--- src/scli_pkg.sv ---
// Constants and types shared by the serial command line interpreter
package scli_pkg;

  // ------------------------------------------------------------------
  // Register byte offsets
  // ------------------------------------------------------------------
  localparam logic [7:0] REG_CTRL = 8'h00;
  localparam logic [7:0] REG_ANID = 8'h04;
  localparam logic [7:0] REG_TIME = 8'h08;
  localparam logic [7:0] REG_STAT = 8'h0C;
  localparam logic [7:0] REG_CMD = 8'h10;
  localparam logic [7:0] REG_ARGS = 8'h14;
  localparam logic [7:0] REG_MSGD = 8'h18;
  localparam logic [7:0] REG_MSGC = 8'h1C;

  // ------------------------------------------------------------------
  // Field positions and reset values
  // ------------------------------------------------------------------
  localparam int CTRL_QUIET = 0;
  localparam int CTRL_FLAG1 = 1;
  localparam int CTRL_FLAG2 = 2;
  localparam int STAT_TERM = 0;
  localparam int STAT_CMD = 1;
  localparam int STAT_ERR = 2;
  localparam int STAT_DROP = 3;
  localparam int STAT_BUSY = 4;
  localparam int STAT_VALID = 5;
  localparam int STAT_LEN = 8;
  localparam int TIME_MIN = 0;
  localparam int TIME_HOUR = 8;
  localparam int TIME_DAY = 16;
  localparam int MSGC_UNSOL = 8;
  localparam logic [13:0] ANID_RESET = 14'h0000;
  localparam logic [8:0] DAY_RESET = 9'h001;

  // ------------------------------------------------------------------
  // Character codes
  // ------------------------------------------------------------------
  localparam logic [7:0] CH_CTRL_C = 8'h03;
  localparam logic [7:0] CH_BS = 8'h08;
  localparam logic [7:0] CH_LF = 8'h0A;
  localparam logic [7:0] CH_CR = 8'h0D;
  localparam logic [7:0] CH_CTRL_P = 8'h10;
  localparam logic [7:0] CH_CTRL_T = 8'h14;
  localparam logic [7:0] CH_ESC = 8'h1B;
  localparam logic [7:0] CH_SP = 8'h20;
  localparam logic [7:0] CH_QUOTE = 8'h22;
  localparam logic [7:0] CH_COLON = 8'h3A;
  localparam logic [7:0] CH_QMARK = 8'h3F;
  localparam logic [7:0] CH_BAR = 8'h7C;

  // ------------------------------------------------------------------
  // Argument classes and help listing
  // ------------------------------------------------------------------
  localparam logic [2:0] CLS_NONE = 3'h0;
  localparam logic [2:0] CLS_INT = 3'h1;
  localparam logic [2:0] CLS_HEX = 3'h2;
  localparam logic [2:0] CLS_FLOAT = 3'h3;
  localparam logic [2:0] CLS_BOOL = 3'h4;
  localparam logic [2:0] CLS_STR = 3'h5;
  localparam logic [2:0] CLS_WORD = 3'h6;
  localparam logic [2:0] CLS_BAD = 3'h7;
  localparam int HELP_LEN = 82;
  localparam logic [8*HELP_LEN-1:0] HELP_TEXT =
    "C CALIBRATION|D DIAGNOSTIC|L LOGON|T TEST MEASUREMENT|V VARIABLE|W WARNING|? HELP|";
  localparam logic [4:0] HEAD_LAST = 5'h10;

  // Per-token scan flags
  typedef struct packed {
    logic [7:0] len;
    logic quote;
    logic closed;
    logic bad;
    logic digits;
    logic [1:0] dots;
    logic numok;
    logic hexok;
    logic [23:0] word;
    logic [13:0] val;
  } scli_tok_t;

  typedef enum logic [1:0] {SC_IDLE = 2'b00, SC_SCAN = 2'b01, SC_DONE = 2'b11} scli_scan_t;
  typedef enum logic [2:0] {
    TX_IDLE = 3'b000, TX_HEAD = 3'b001, TX_BODY = 3'b011, TX_CR = 3'b010,
    TX_LF = 3'b110, TX_HELP = 3'b111
  } scli_tx_t;

endpackage : scli_pkg

--- src/scli_core.sv ---
// Serial command line interpreter: line editing, parsing and message formatting
//
// Local design decisions: the register offsets and the APB register port.
`timescale 1ns/10ps

// Notes on behaviour
// Control-T selects terminal mode: echo on, line editing on.
// Control-C selects computer mode: no echo, no editing.
// Terminal mode is entered only while mode flags 1 and 2 are off.
// Characters are buffered; nothing executes before a carriage return.
// Backspace while editing removes the last buffered character.
// Escape throws away the whole partial line.
// A question mark line, optional matching id, prints the command list.
// Control-P restarts the command listing from the start.
// Keywords match in any case; arguments are split by spaces.
// Line is type letter, optional id, command and arguments, then CR.
// Type letters C, D, L, T, V, W are the only valid ones.
// Integer: optional sign then one or more decimal digits.
// Hex integer: 0x then one or more hex digits, never signed.
// Float: optional sign, digits, optional point; one digit needed, no exponent.
// Booleans are only the keywords ON and OFF.
// String: quote, printable characters, closing quote; a quote always ends it.
// Names are taken only in full, never expanded from abbreviations.
// Unsolicited status messages are dropped while quiet mode is set.
// Each message opens with type letter and day:hour:minute stamp.
// The analyzer id, one to four digits, follows the stamp, then content.
// The message letter uses the same encoding as command types.
// Each message ends in carriage return then line feed.
// Day has three digits, hour and minute two, zero padded.
module scli_core #(
  parameter int LINE_DEPTH = 64,
  parameter int MSG_DEPTH = 32,
  parameter int MAX_TOK = 8
) (
  input wire logic clock,
  input wire logic reset,
  input wire logic psel,
  input wire logic penable,
  input wire logic pwrite,
  input wire logic [7:0] paddr,
  input wire logic [31:0] pwdata,
  output logic [31:0] prdata,
  output logic pready,
  output logic pslverr,
  input wire logic rx_valid,
  input wire logic [7:0] rx_data,
  output logic rx_ready,
  output logic tx_valid,
  output logic [7:0] tx_data,
  input wire logic tx_ready
);
  import scli_pkg::*;

  // ------------------------------------------------------------------
  // Helpers
  // ------------------------------------------------------------------
  function automatic logic [7:0] upc(input logic [7:0] c);
    return (c >= 8'h61 && c <= 8'h7A) ? (c - 8'h20) : c;
  endfunction : upc

  function automatic logic is_dig(input logic [7:0] c);
    return c >= 8'h30 && c <= 8'h39;
  endfunction : is_dig

  function automatic logic is_type(input logic [7:0] c);
    return c == "C" || c == "D" || c == "L" || c == "T" || c == "V" || c == "W";
  endfunction : is_type

  function automatic logic [7:0] dec_ch(input logic [13:0] v, input logic [13:0] place);
    return 8'h30 + 8'((v / place) % 14'd10);
  endfunction : dec_ch

  function automatic logic [2:0] classify(input scli_tok_t t);
    logic [2:0] c;
    c = CLS_WORD;
    if (t.quote) begin
      c = (t.closed && !t.bad && t.len >= 8'h03) ? CLS_STR : CLS_BAD;
    end else if (t.hexok && t.len >= 8'h03) begin
      c = CLS_HEX;
    end else if (t.numok && t.digits && t.dots == 2'h0) begin
      c = CLS_INT;
    end else if (t.numok && t.digits && t.dots == 2'h1) begin
      c = CLS_FLOAT;
    end else if ((t.len == 8'h02 && t.word[23:8] == "ON") ||
                 (t.len == 8'h03 && t.word == "OFF")) begin
      c = CLS_BOOL;
    end
    return c;
  endfunction : classify

  // ------------------------------------------------------------------
  // State
  // ------------------------------------------------------------------
  logic [31:0] prdata_r, prdata_nxt;
  logic pready_r, pready_nxt, pslverr_r, pslverr_nxt;
  logic quiet_r, quiet_nxt, flag1_r, flag1_nxt, flag2_r, flag2_nxt;
  logic [13:0] anid_r, anid_nxt;
  logic [8:0] day_r, day_nxt;
  logic [4:0] hour_r, hour_nxt;
  logic [5:0] min_r, min_nxt;
  logic term_r, term_nxt, cmd_r, cmd_nxt, err_r, err_nxt, drop_r, drop_nxt;
  logic valid_r, valid_nxt;
  logic [7:0] type_r, type_nxt;
  logic [3:0] ntok_r, ntok_nxt;
  logic [3*MAX_TOK-1:0] cls_r, cls_nxt;
  logic [7:0] line_r [LINE_DEPTH];
  logic [7:0] line_nxt [LINE_DEPTH];
  logic [7:0] len_r, len_nxt, sidx_r, sidx_nxt;
  logic [7:0] msg_r [MSG_DEPTH];
  logic [7:0] msg_nxt [MSG_DEPTH];
  logic [7:0] mlen_r, mlen_nxt, mtype_r, mtype_nxt;
  logic rx_ready_r, rx_ready_nxt, echo_pend_r, echo_pend_nxt;
  logic [7:0] echo_ch_r, echo_ch_nxt;
  logic help_go_r, help_go_nxt, msg_go_r, msg_go_nxt;
  logic in_quote_r, in_quote_nxt;
  logic [13:0] id_arg_r, id_arg_nxt;
  scli_tok_t tk_r, tk_nxt;
  scli_scan_t sc_r, sc_nxt;
  scli_tx_t tx_r, tx_nxt;
  logic [7:0] tx_data_r, tx_data_nxt, blen_r, blen_nxt, pos_r, pos_nxt;
  logic tx_valid_r, tx_valid_nxt, help_mode_r, help_mode_nxt;
  logic [4:0] hpos_r, hpos_nxt;
  logic echo_take, tx_busy;

  assign prdata = prdata_r;
  assign pready = pready_r;
  assign pslverr = pslverr_r;
  assign rx_ready = rx_ready_r;
  assign tx_valid = tx_valid_r;
  assign tx_data = tx_data_r;
  assign tx_busy = tx_r != TX_IDLE;

  // ------------------------------------------------------------------
  // Register file, line editor and parser
  // ------------------------------------------------------------------
  // All command side state; the transmitter reads its pulses, flags, stamp, id and message buffer
  always_comb begin
    logic [7:0] c;
    logic take, wr, hit, tend, delim, help_ok;
    logic [2:0] tcls;
    c = 8'h00;
    tcls = CLS_NONE;
    delim = 1'b0;
    tend = 1'b0;
    help_ok = 1'b0;
    prdata_nxt = prdata_r;
    pready_nxt = 1'b0;
    pslverr_nxt = 1'b0;
    quiet_nxt = quiet_r;
    flag1_nxt = flag1_r;
    flag2_nxt = flag2_r;
    anid_nxt = anid_r;
    day_nxt = day_r;
    hour_nxt = hour_r;
    min_nxt = min_r;
    term_nxt = term_r;
    cmd_nxt = cmd_r;
    err_nxt = err_r;
    drop_nxt = drop_r;
    valid_nxt = valid_r;
    type_nxt = type_r;
    ntok_nxt = ntok_r;
    cls_nxt = cls_r;
    line_nxt = line_r;
    len_nxt = len_r;
    sidx_nxt = sidx_r;
    msg_nxt = msg_r;
    mlen_nxt = mlen_r;
    mtype_nxt = mtype_r;
    echo_pend_nxt = echo_pend_r && !echo_take;
    echo_ch_nxt = echo_ch_r;
    help_go_nxt = 1'b0;
    msg_go_nxt = 1'b0;
    in_quote_nxt = in_quote_r;
    id_arg_nxt = id_arg_r;
    tk_nxt = tk_r;
    sc_nxt = sc_r;
    hit = paddr[1:0] == 2'b00 && paddr <= REG_MSGC;
    take = rx_valid && rx_ready_r;
    // One wait state: read data is loaded with pready
    if (psel && penable && !pready_r) begin
      pready_nxt = 1'b1;
      pslverr_nxt = !hit;
      case (paddr)
        REG_CTRL: prdata_nxt = {29'h0000_0000, flag2_r, flag1_r, quiet_r};
        REG_ANID: prdata_nxt = {18'h0_0000, anid_r};
        REG_TIME: prdata_nxt = {7'h00, day_r, 3'h0, hour_r, 2'h0, min_r};
        REG_STAT: prdata_nxt = {16'h0000, len_r, 2'h0, valid_r, tx_busy || msg_go_r,
                                drop_r, err_r, cmd_r, term_r};
        REG_CMD: prdata_nxt = {20'h0_0000, ntok_r, type_r};
        REG_ARGS: prdata_nxt = 32'(cls_r);
        REG_MSGC: prdata_nxt = {24'h00_0000, mlen_r};
        default: prdata_nxt = 32'h0000_0000;
      endcase
    end
    // Writes land on the edge where the master sees pready
    wr = psel && penable && pready_r && pwrite && hit;
    if (wr) begin
      case (paddr)
        REG_CTRL: begin
          quiet_nxt = pwdata[CTRL_QUIET];
          flag1_nxt = pwdata[CTRL_FLAG1];
          flag2_nxt = pwdata[CTRL_FLAG2];
          if (pwdata[CTRL_FLAG1] || pwdata[CTRL_FLAG2]) term_nxt = 1'b0;
        end
        REG_ANID: anid_nxt = pwdata[13:0];
        REG_TIME: begin
          min_nxt = pwdata[TIME_MIN +: 6];
          hour_nxt = pwdata[TIME_HOUR +: 5];
          day_nxt = pwdata[TIME_DAY +: 9];
        end
        REG_STAT: begin
          // Write one to clear; a same-cycle event below wins
          if (pwdata[STAT_CMD]) cmd_nxt = 1'b0;
          if (pwdata[STAT_ERR]) err_nxt = 1'b0;
          if (pwdata[STAT_DROP]) drop_nxt = 1'b0;
        end
        REG_MSGD: begin
          if (tx_busy || msg_go_r || mlen_r == 8'(MSG_DEPTH)) begin
            err_nxt = 1'b1;
          end else begin
            msg_nxt[mlen_r[$clog2(MSG_DEPTH)-1:0]] = pwdata[7:0];
            mlen_nxt = mlen_r + 8'h01;
          end
        end
        REG_MSGC: begin
          if (tx_busy || msg_go_r || !is_type(pwdata[7:0])) begin
            err_nxt = 1'b1;
          end else if (pwdata[MSGC_UNSOL] && quiet_r) begin
            drop_nxt = 1'b1;
            mlen_nxt = 8'h00;
          end else begin
            mtype_nxt = pwdata[7:0];
            msg_go_nxt = 1'b1;
          end
        end
        default: ;
      endcase
    end
    // Receive side: control characters and line editing
    if (take) begin
      case (rx_data)
        CH_CTRL_T: if (!flag1_r && !flag2_r) term_nxt = 1'b1;
        CH_CTRL_C: term_nxt = 1'b0;
        CH_CTRL_P: help_go_nxt = 1'b1;
        CH_ESC: len_nxt = 8'h00;
        CH_BS: begin
          if (term_r && len_r != 8'h00) begin
            len_nxt = len_r - 8'h01;
            echo_pend_nxt = 1'b1;
            echo_ch_nxt = rx_data;
          end
        end
        CH_CR: begin
          sc_nxt = SC_SCAN;
          sidx_nxt = 8'h00;
          ntok_nxt = 4'h0;
          cls_nxt = '0;
          valid_nxt = 1'b0;
          type_nxt = 8'h00;
          id_arg_nxt = 14'h0000;
          in_quote_nxt = 1'b0;
          tk_nxt = '0;
          if (term_r) begin
            echo_pend_nxt = 1'b1;
            echo_ch_nxt = rx_data;
          end
        end
        default: begin
          // Buffer until the line ends; a full line ignores extra bytes
          if (len_r != 8'(LINE_DEPTH)) begin
            line_nxt[len_r[$clog2(LINE_DEPTH)-1:0]] = rx_data;
            len_nxt = len_r + 8'h01;
          end
          if (term_r) begin
            echo_pend_nxt = 1'b1;
            echo_ch_nxt = rx_data;
          end
        end
      endcase
    end
    // Scanner: one buffered character per cycle, spaces split tokens
    if (sc_r == SC_SCAN) begin
      tend = sidx_r == len_r;
      if (!tend) c = line_r[sidx_r[$clog2(LINE_DEPTH)-1:0]];
      delim = tend || (c == CH_SP && !in_quote_r);
      if (delim) begin
        if (tk_r.len != 8'h00) begin
          tcls = classify(tk_r);
          if (ntok_r == 4'h0) begin
            type_nxt = upc(tk_r.word[23:16]);
            valid_nxt = tk_r.len == 8'h01 && is_type(upc(tk_r.word[23:16]));
          end else if (ntok_r <= 4'(MAX_TOK)) begin
            cls_nxt[3*(ntok_r-4'h1) +: 3] = tcls;
          end
          if (ntok_r == 4'h1) id_arg_nxt = (tcls == CLS_INT) ? tk_r.val : 14'h3FFF;
          if (ntok_r != 4'hF) ntok_nxt = ntok_r + 4'h1;
        end
        tk_nxt = '0;
        tk_nxt.numok = 1'b1;
        tk_nxt.hexok = 1'b1;
        in_quote_nxt = 1'b0;
      end else begin
        // Token flags grow one character at a time
        if (tk_r.len == 8'h00 && c == CH_QUOTE) begin
          tk_nxt.quote = 1'b1;
          in_quote_nxt = 1'b1;
        end else if (tk_r.quote) begin
          if (tk_r.closed) tk_nxt.bad = 1'b1;
          else if (c == CH_QUOTE) tk_nxt.closed = 1'b1;
          else if (c < CH_SP || c > 8'h7E) tk_nxt.bad = 1'b1;
          if (c == CH_QUOTE) in_quote_nxt = 1'b0;
        end
        if (tk_r.len == 8'h00 && (c == "+" || c == "-")) begin
          tk_nxt.numok = 1'b1;
        end else if (is_dig(c)) begin
          tk_nxt.digits = 1'b1;
          tk_nxt.val = 14'(tk_r.val * 14'd10 + 14'(c - 8'h30));
        end else if (c == ".") begin
          if (tk_r.dots != 2'h3) tk_nxt.dots = tk_r.dots + 2'h1;
        end else begin
          tk_nxt.numok = 1'b0;
        end
        if (tk_r.len == 8'h00) begin
          tk_nxt.hexok = c == "0";
        end else if (tk_r.len == 8'h01) begin
          tk_nxt.hexok = tk_r.hexok && c == "x";
        end else begin
          tk_nxt.hexok = tk_r.hexok && (is_dig(c) || (upc(c) >= "A" && upc(c) <= "F"));
        end
        if (tk_r.len < 8'h03) tk_nxt.word[8*(2-tk_r.len[1:0]) +: 8] = upc(c);
        if (tk_r.len != 8'hFF) tk_nxt.len = tk_r.len + 8'h01;
      end
      if (tend) sc_nxt = SC_DONE;
      else sidx_nxt = sidx_r + 8'h01;
    end
    // Line done: help is served here, any other non-empty line not starting with ? goes to software
    if (sc_r == SC_DONE) begin
      help_ok = type_r == CH_QMARK && ntok_r != 4'h0 &&
                (ntok_r == 4'h1 || (ntok_r == 4'h2 && id_arg_r == anid_r));
      if (help_ok) help_go_nxt = 1'b1;
      else if (ntok_r != 4'h0 && type_r != CH_QMARK) cmd_nxt = 1'b1;
      len_nxt = 8'h00;
      sc_nxt = SC_IDLE;
    end
    if (msg_go_r) mlen_nxt = 8'h00;
    rx_ready_nxt = sc_nxt == SC_IDLE && !echo_pend_nxt && !(take && rx_data == CH_CR);
  end

  // Command side registers
  always_ff @(posedge clock) begin
    if (reset) begin
      prdata_r <= 32'h0000_0000;
      pready_r <= 1'b0;
      pslverr_r <= 1'b0;
      quiet_r <= 1'b0;
      flag1_r <= 1'b0;
      flag2_r <= 1'b0;
      anid_r <= ANID_RESET;
      day_r <= DAY_RESET;
      hour_r <= 5'h00;
      min_r <= 6'h00;
      term_r <= 1'b0;
      cmd_r <= 1'b0;
      err_r <= 1'b0;
      drop_r <= 1'b0;
      valid_r <= 1'b0;
      type_r <= 8'h00;
      ntok_r <= 4'h0;
      cls_r <= '0;
      len_r <= 8'h00;
      sidx_r <= 8'h00;
      mlen_r <= 8'h00;
      mtype_r <= 8'h00;
      rx_ready_r <= 1'b0;
      echo_pend_r <= 1'b0;
      echo_ch_r <= 8'h00;
      help_go_r <= 1'b0;
      msg_go_r <= 1'b0;
      in_quote_r <= 1'b0;
      id_arg_r <= 14'h0000;
      tk_r <= '0;
      sc_r <= SC_IDLE;
    end else begin
      prdata_r <= prdata_nxt;
      pready_r <= pready_nxt;
      pslverr_r <= pslverr_nxt;
      quiet_r <= quiet_nxt;
      flag1_r <= flag1_nxt;
      flag2_r <= flag2_nxt;
      anid_r <= anid_nxt;
      day_r <= day_nxt;
      hour_r <= hour_nxt;
      min_r <= min_nxt;
      term_r <= term_nxt;
      cmd_r <= cmd_nxt;
      err_r <= err_nxt;
      drop_r <= drop_nxt;
      valid_r <= valid_nxt;
      type_r <= type_nxt;
      ntok_r <= ntok_nxt;
      cls_r <= cls_nxt;
      len_r <= len_nxt;
      sidx_r <= sidx_nxt;
      mlen_r <= mlen_nxt;
      mtype_r <= mtype_nxt;
      rx_ready_r <= rx_ready_nxt;
      echo_pend_r <= echo_pend_nxt;
      echo_ch_r <= echo_ch_nxt;
      help_go_r <= help_go_nxt;
      msg_go_r <= msg_go_nxt;
      in_quote_r <= in_quote_nxt;
      id_arg_r <= id_arg_nxt;
      tk_r <= tk_nxt;
      sc_r <= sc_nxt;
    end
  end

  // Buffers carry no reset; their length counters guard every read
  always_ff @(posedge clock) begin
    line_r <= line_nxt;
    msg_r <= msg_nxt;
  end

  // ------------------------------------------------------------------
  // Transmitter: echo, help listing and formatted messages
  // ------------------------------------------------------------------
  // Echo only starts from idle so it never splits a message
  assign echo_take = echo_pend_r && tx_r == TX_IDLE && (!tx_valid_r || tx_ready) &&
                     !help_go_r && !msg_go_r;

  always_comb begin
    logic free, emit;
    logic [7:0] ch;
    free = !tx_valid_r || tx_ready;
    emit = 1'b0;
    ch = 8'h00;
    tx_nxt = tx_r;
    pos_nxt = pos_r;
    hpos_nxt = hpos_r;
    blen_nxt = blen_r;
    help_mode_nxt = help_mode_r;
    if (help_go_r) begin
      // Also restarts a listing already under way
      tx_nxt = TX_HELP;
      pos_nxt = 8'h00;
      help_mode_nxt = 1'b1;
    end else if (msg_go_r) begin
      tx_nxt = TX_HEAD;
      hpos_nxt = 5'h00;
      pos_nxt = 8'h00;
      blen_nxt = mlen_r;
      help_mode_nxt = 1'b0;
    end else if (free) begin
      case (tx_r)
        TX_IDLE: begin
          emit = echo_pend_r;
          ch = echo_ch_r;
        end
        TX_HEAD: begin
          emit = 1'b1;
          case (hpos_r)
            5'h00: ch = mtype_r;
            5'h02: ch = dec_ch(14'(day_r), 14'd100);
            5'h03: ch = dec_ch(14'(day_r), 14'd10);
            5'h04: ch = dec_ch(14'(day_r), 14'd1);
            5'h05, 5'h08: ch = CH_COLON;
            5'h06: ch = dec_ch(14'(hour_r), 14'd10);
            5'h07: ch = dec_ch(14'(hour_r), 14'd1);
            5'h09: ch = dec_ch(14'(min_r), 14'd10);
            5'h0A: ch = dec_ch(14'(min_r), 14'd1);
            // Id has no padding: leading zero places are skipped
            5'h0C: begin
              emit = anid_r >= 14'd1000;
              ch = dec_ch(anid_r, 14'd1000);
            end
            5'h0D: begin
              emit = anid_r >= 14'd100;
              ch = dec_ch(anid_r, 14'd100);
            end
            5'h0E: begin
              emit = anid_r >= 14'd10;
              ch = dec_ch(anid_r, 14'd10);
            end
            5'h0F: ch = dec_ch(anid_r, 14'd1);
            default: ch = CH_SP;
          endcase
          hpos_nxt = hpos_r + 5'h01;
          if (hpos_r == HEAD_LAST) tx_nxt = (blen_r == 8'h00) ? TX_CR : TX_BODY;
        end
        TX_BODY: begin
          emit = 1'b1;
          ch = msg_r[pos_r[$clog2(MSG_DEPTH)-1:0]];
          pos_nxt = pos_r + 8'h01;
          if (pos_nxt == blen_r) tx_nxt = TX_CR;
        end
        TX_CR: begin
          emit = 1'b1;
          ch = CH_CR;
          tx_nxt = TX_LF;
        end
        TX_LF: begin
          emit = 1'b1;
          ch = CH_LF;
          tx_nxt = (help_mode_r && pos_r != 8'(HELP_LEN)) ? TX_HELP : TX_IDLE;
        end
        TX_HELP: begin
          ch = HELP_TEXT[8*(HELP_LEN-1-int'(pos_r)) +: 8];
          emit = ch != CH_BAR;
          pos_nxt = pos_r + 8'h01;
          if (ch == CH_BAR) tx_nxt = TX_CR;
        end
        default: tx_nxt = TX_IDLE;
      endcase
    end
    tx_valid_nxt = free ? emit : tx_valid_r;
    tx_data_nxt = (free && emit) ? ch : tx_data_r;
  end

  // Transmitter registers
  always_ff @(posedge clock) begin
    if (reset) begin
      tx_r <= TX_IDLE;
      tx_valid_r <= 1'b0;
      tx_data_r <= 8'h00;
      pos_r <= 8'h00;
      hpos_r <= 5'h00;
      blen_r <= 8'h00;
      help_mode_r <= 1'b0;
    end else begin
      tx_r <= tx_nxt;
      tx_valid_r <= tx_valid_nxt;
      tx_data_r <= tx_data_nxt;
      pos_r <= pos_nxt;
      hpos_r <= hpos_nxt;
      blen_r <= blen_nxt;
      help_mode_r <= help_mode_nxt;
    end
  end

endmodule : scli_core

--- config.mk ---
export PLATFORM = sky130hd
export DESIGN_NAME = scli_core
export DESIGN_NICKNAME = d
export VERILOG_FILES = /design/src/scli_pkg.sv /design/src/scli_core.sv
export SDC_FILE = /design/constraint.sdc
export NUM_CORES = 2
export LEC_CHECK = 0
export BUFFER_PORTS_ARGS = -buffer_cell sky130_fd_sc_hd__buf_2
export CORE_MARGIN = 1.5
export CORE_UTILIZATION = 60
export DETAILED_ROUTE_END_ITERATION = 16
export PLACE_DENSITY = 0.8
export SLEW_MARGIN = 10
export SYNTH_ARGS = -nofsm -noshare
export SYNTH_HDL_FRONTEND = slang
export SYNTH_SLANG_ARGS = --single-unit
--- constraint.sdc ---
create_clock -name clock -period 8.7 [get_ports clock]
set_clock_uncertainty 0.2 [all_clocks]
set_input_delay 0.435 -clock clock [delete_from_list [all_inputs] [get_ports clock]]
set_output_delay 0.435 -clock clock [all_outputs]
set_load 0.02 [all_outputs]
==> results.rst <==
.. list-table::
   :header-rows: 1

   * - Metric
     - Value
   * - Tot GR Track Use
     - 0.327
   * - Total standard cell area after synthesis
     - ~53000 um^2
   * - Cell Rows
     - about 110
   * - Cell type with the highest aggregate area in the netlist
     - sky130_fd_sc_hd__edfxtp_1
   * - Total number of vias
     - 39.6k
   * - Final worst path period need
     - slightly above 8 ns
   * - Fin. max-slew vios
     - 0
   * - Sw Pwr
     - 2250 uW
   * - Number of warnings printed during yosys synthesis
     - 0
   * - Overall die width
     - roughly 300 um
   * - Post-detail-place hpwl
     - 93800 um
   * - Number of antenna violations at the first check in global routing
     - 1
   * - Power per cell area
     - approximately 170 nW/um^2
   * - Fill count
     - 6094
   * - Leakage power summed over all cells
     - 0.0189 uW
   * - Critical path start-end classification
     - register to register
   * - Type of the worst min-delay path
     - input pin to register
   * - Required time at the endpoint of the critical path
     - 9.05 ns
   * - Yosys cell types
     - 114
   * - Clock net sink count
     - 1022
   * - Wire length of the first global-routing pass
     - 226000 um
   * - Commonest cells after routing, fill and taps aside
     - sky130_fd_sc_hd__edfxtp_1 (768), sky130_fd_sc_hd__nor2_1 (497), sky130_fd_sc_hd__nand2_1 (403)
   * - Most common cell after layout, fill and taps aside
     - sky130_fd_sc_hd__edfxtp_1
   * - Arrival time at the worst endpoint
     - about 8.4 ns
   * - Vias/cell
     - 6.80
   * - Total count of hold-check failures in the final report
     - 0
   * - Synth area leaders
     - sky130_fd_sc_hd__edfxtp_1 (44%), sky130_fd_sc_hd__mux4_2 (9.7%), sky130_fd_sc_hd__dfxtp_1 (9.6%)
   * - Busiest layer in global routing
     - met2
   * - Sum of negative setup slack
     - 0 ns
   * - Drt drc
     - 0
   * - Setup repair after global routing missed its margin
     - false
   * - Internal Pwr Total
     - between 7000 and 8000 uW
   * - Area growth from synthesis to layout
     - 9.22%
   * - Count of state elements after synthesis
     - 1022
   * - Via count of the first global-routing pass
     - 37.6k
   * - Share of flip-flops with an asynchronous set or reset after synthesis
     - 0
   * - Buffer depth of the longest clock path
     - 3
   * - Fin nets
     - 4754
   * - Remaining antenna violation count
     - 0
   * - Overall routed net length
     - 148000 um
   * - Part of the power in the clock network
     - 0.433
   * - Die Footprint
     - between 80000 and 90000 um^2
   * - Pin count of the biggest net entering global routing
     - 82
   * - Proportion of power drawn by flip-flops and latches
     - 0.530
   * - TritonCTS Buffers
     - 98
   * - Combinational share of power
     - 0.037
   * - Max-cap check violation count
     - 0
   * - Result of the run
     - completed
   * - IO Count
     - 99
   * - Setup violators final
     - 0
   * - Slew of the pin with the lowest slew margin
     - 1.32 ns
   * - Relative slew slack
     - 0.116
   * - Top cell type's share of synthesized area
     - 0.438
   * - R2R Setup Slk
     - roughly 0.64 ns
   * - Switch share
     - 0.226
   * - Max Freq
     - approximately 120 MHz
   * - Final critical-path share of the clock period
     - 0.927
   * - Wire per inst
     - 25.4 um
   * - Met1 GRT Util
     - 0.444
   * - Buffers inserted during post-CTS setup optimization
     - 0
   * - Grt met2 use
     - 0.527
   * - Critical Path End Type
     - register
   * - Root buffer selected by CTS
     - sky130_fd_sc_hd__clkbuf_16
   * - Largest voltage drop on the vdd net
     - 0.210 mV
   * - Insertion delay to the later sink of the worst-skew pair
     - 0.70 ns
   * - Starting utilization of the core area
     - 0.607
   * - RR Startpoint
     - anid_r[10]
   * - Number of instances in the synthesized netlist
     - ~4.6k
   * - Final core area utilization
     - 0.663
   * - H-tree level count
     - 3
   * - Worst setup SP type
     - register
   * - Maximum fanout encountered on the critical timing path
     - 16
   * - Startpoint of the most critical hold path
     - rx_data[2]
   * - Weighted congestion at the end of routability-driven global placement
     - 0.960
   * - Iteration-0 DRC Markers
     - 5434
   * - Overflow left after global routing
     - 0
   * - Core region area
     - 86900 um^2
   * - Met3 track demand over resource in global routing
     - 0.0519
   * - Syn Area/Cell
     - around 12 um^2
   * - Layout cell share with drive strength beyond 1
     - 0.136
   * - Register area share after synthesis
     - 0.534
   * - Top flip-flop cell by instance count after synthesis
     - sky130_fd_sc_hd__edfxtp_1
   * - Number of enable-type register cells in the synthesized netlist
     - 768
   * - Die extent in y
     - 299 um
   * - TritonCTS clock tree
     - built
   * - Pre-Repair DR Iteration Count
     - 7
   * - IO Port Bufs
     - 82
   * - Setup crit start
     - anid_r[10]
   * - Clock transition at path regs
     - around 0.060 ns
[routing by layer]
| layer | wire length (um) | vias up | share of wire |
|---|---|---|---|
| li1 | - | 17400 | - |
| met3 | 14700 | 410 | 0.099 |
| met5 | 13 | - | 0.000088 |
| met2 | 70700 | 2427 | 0.48 |
| met4 | 6880 | 2 | 0.047 |
| met1 | 55600 | 19300 | 0.38 |
[worst max-delay path: stages, from the launching register on]
cell,delay [ns]
sky130_fd_sc_hd__dfxtp_1,0.45
sky130_fd_sc_hd__nor3_1,0.76
sky130_fd_sc_hd__o22ai_2,0.20
sky130_fd_sc_hd__nor4_2,0.78
sky130_fd_sc_hd__nor4_1,0.12
sky130_fd_sc_hd__a21oi_1,0.36
sky130_fd_sc_hd__o31a_1,0.54
sky130_fd_sc_hd__mux2_1,0.40
sky130_fd_sc_hd__nand2b_1,0.16
sky130_fd_sc_hd__o2bb2ai_2,0.30
sky130_fd_sc_hd__o21ai_2,0.21
sky130_fd_sc_hd__a21oi_1,0.40
sky130_fd_sc_hd__nor2_1,0.17
sky130_fd_sc_hd__ha_1,0.24
sky130_fd_sc_hd__o2111a_1,0.14
sky130_fd_sc_hd__a31oi_1,0.36
sky130_fd_sc_hd__mux2_2,0.43
sky130_fd_sc_hd__a21oi_1,0.29
sky130_fd_sc_hd__nor2_1,0.08
sky130_fd_sc_hd__o311ai_0,0.79
sky130_fd_sc_hd__and3_1,0.28
sky130_fd_sc_hd__o21ai_1,0.07
sky130_fd_sc_hd__a221oi_1,0.26
[path summary, 6_finish.rpt]
path           endpoint  cells past startpoint
max          tx_data[6]                     22
min              term_r                      3
max reg2reg  tx_data[6]                     22
min reg2reg  mtype_r[6]                      2
[metrics by stage]
| stage | hold slack [ns] | total power [uW] | cell area (um^2) | setup slack (ns) | cells |
|---|---|---|---|---|---|
| finish | 0.0520 | 9960 | 57600 | 0.637 | 5817 |
| global route | 0.0477 | 10200 | 57600 | 0.0969 | 5816 |
| CTS | 0.0363 | 9970 | 57600 | 0.753 | 5816 |
| detailed placement | 0.248 | 5730 | 54100 | 0.795 | 5613 |
| global placement | 0.234 | 5720 | 54100 | 0.922 | 5613 |
| floorplan | 0.226 | 5570 | 52700 | 0.863 | 4586 |
[cells in the mapped netlist, types with 12 or more instances]
library cell,count
sky130_fd_sc_hd__edfxtp_1,768
sky130_fd_sc_hd__nor2_1,497
sky130_fd_sc_hd__nand2_1,403
sky130_fd_sc_hd__a21oi_1,328
sky130_fd_sc_hd__dfxtp_1,254
sky130_fd_sc_hd__mux4_2,228
sky130_fd_sc_hd__clkbuf_1,220
sky130_fd_sc_hd__o21ai_0,191
sky130_fd_sc_hd__nor3_1,122
sky130_fd_sc_hd__ha_1,118
sky130_fd_sc_hd__inv_1,117
sky130_fd_sc_hd__nand3_1,113
sky130_fd_sc_hd__xnor2_1,99
sky130_fd_sc_hd__a22oi_1,90
sky130_fd_sc_hd__mux2i_1,78
sky130_fd_sc_hd__xor2_1,62
sky130_fd_sc_hd__a31oi_1,49
sky130_fd_sc_hd__buf_1,42
sky130_fd_sc_hd__nand2b_1,42
sky130_fd_sc_hd__nor4_1,40
sky130_fd_sc_hd__o211ai_1,39
sky130_fd_sc_hd__o22ai_1,38
sky130_fd_sc_hd__a21o_1,36
sky130_fd_sc_hd__nand4_1,33
sky130_fd_sc_hd__or3_1,32
sky130_fd_sc_hd__nor2b_1,31
sky130_fd_sc_hd__a211oi_1,28
sky130_fd_sc_hd__buf_2,25
sky130_fd_sc_hd__or2_2,21
sky130_fd_sc_hd__and2_1,20
sky130_fd_sc_hd__nand3b_1,19
sky130_fd_sc_hd__and3_1,18
sky130_fd_sc_hd__o31ai_1,18
sky130_fd_sc_hd__o21bai_1,16
sky130_fd_sc_hd__a221oi_1,14
sky130_fd_sc_hd__o2111ai_1,14
sky130_fd_sc_hd__a32oi_1,13
sky130_fd_sc_hd__or4_1,13
sky130_fd_sc_hd__a311oi_1,12
sky130_fd_sc_hd__mux2_2,12
sky130_fd_sc_hd__o21a_1,12
[flip-flops by register name (all words and copies together) (netlist names), 9 cells and up]
signal	flops
id_arg_r	14
msg_r	256
cls_r	24
tk_r	54
line_r	512
day_r	9
anid_r	14
prdata	25
[layout make-up]
type | instances | area (um^2) | area share
sequential | 1022 | 28200 | 0.489
multi-input combinational | 3140 | 22900 | 0.398
clock buffer | 130 | 2660 | 0.0461
tap | 1155 | 1450 | 0.0251
timing repair buffer | 190 | 1300 | 0.0226
clock inverter | 54 | 596 | 0.0103
inverter | 125 | 469 | 0.00815
antenna | 1 | 2.50 | 0.0000435
[power groups by stage]
stage | registers, uW | logic (uW) | clock network, uW
global placement | 5390 | 333 | 0
CTS | 5280 | 358 | 4330
finish | 5280 | 371 | 4310
floorplan | 5370 | 196 | 0
detailed placement | 5390 | 345 | 0
global route | 5280 | 392 | 4490
[logic make-up (layout without fill, tap and decap cells)]
group | count (synthesis) | count (layout) | share of synthesized area
buf+inv | 424 | 499 | 0.0317
flops | 1022 | 1022 | 0.534
compound gates | 1066 | 1066 | 0.133
other cells | 1 | 8 | 0.0000711
xor+xnor | 161 | 161 | 0.0268
simple gates | 1459 | 1459 | 0.129
mux | 320 | 320 | 0.115
fa+ha+maj | 127 | 127 | 0.0305
[what timing repair did]
item	in CTS	in global routing
endpoints found under the hold margin	66	0
gates resized for setup	0	1
hold buffers	19	0
setup endpoints to repair	0	2
(Power assumes the default switching activity.)
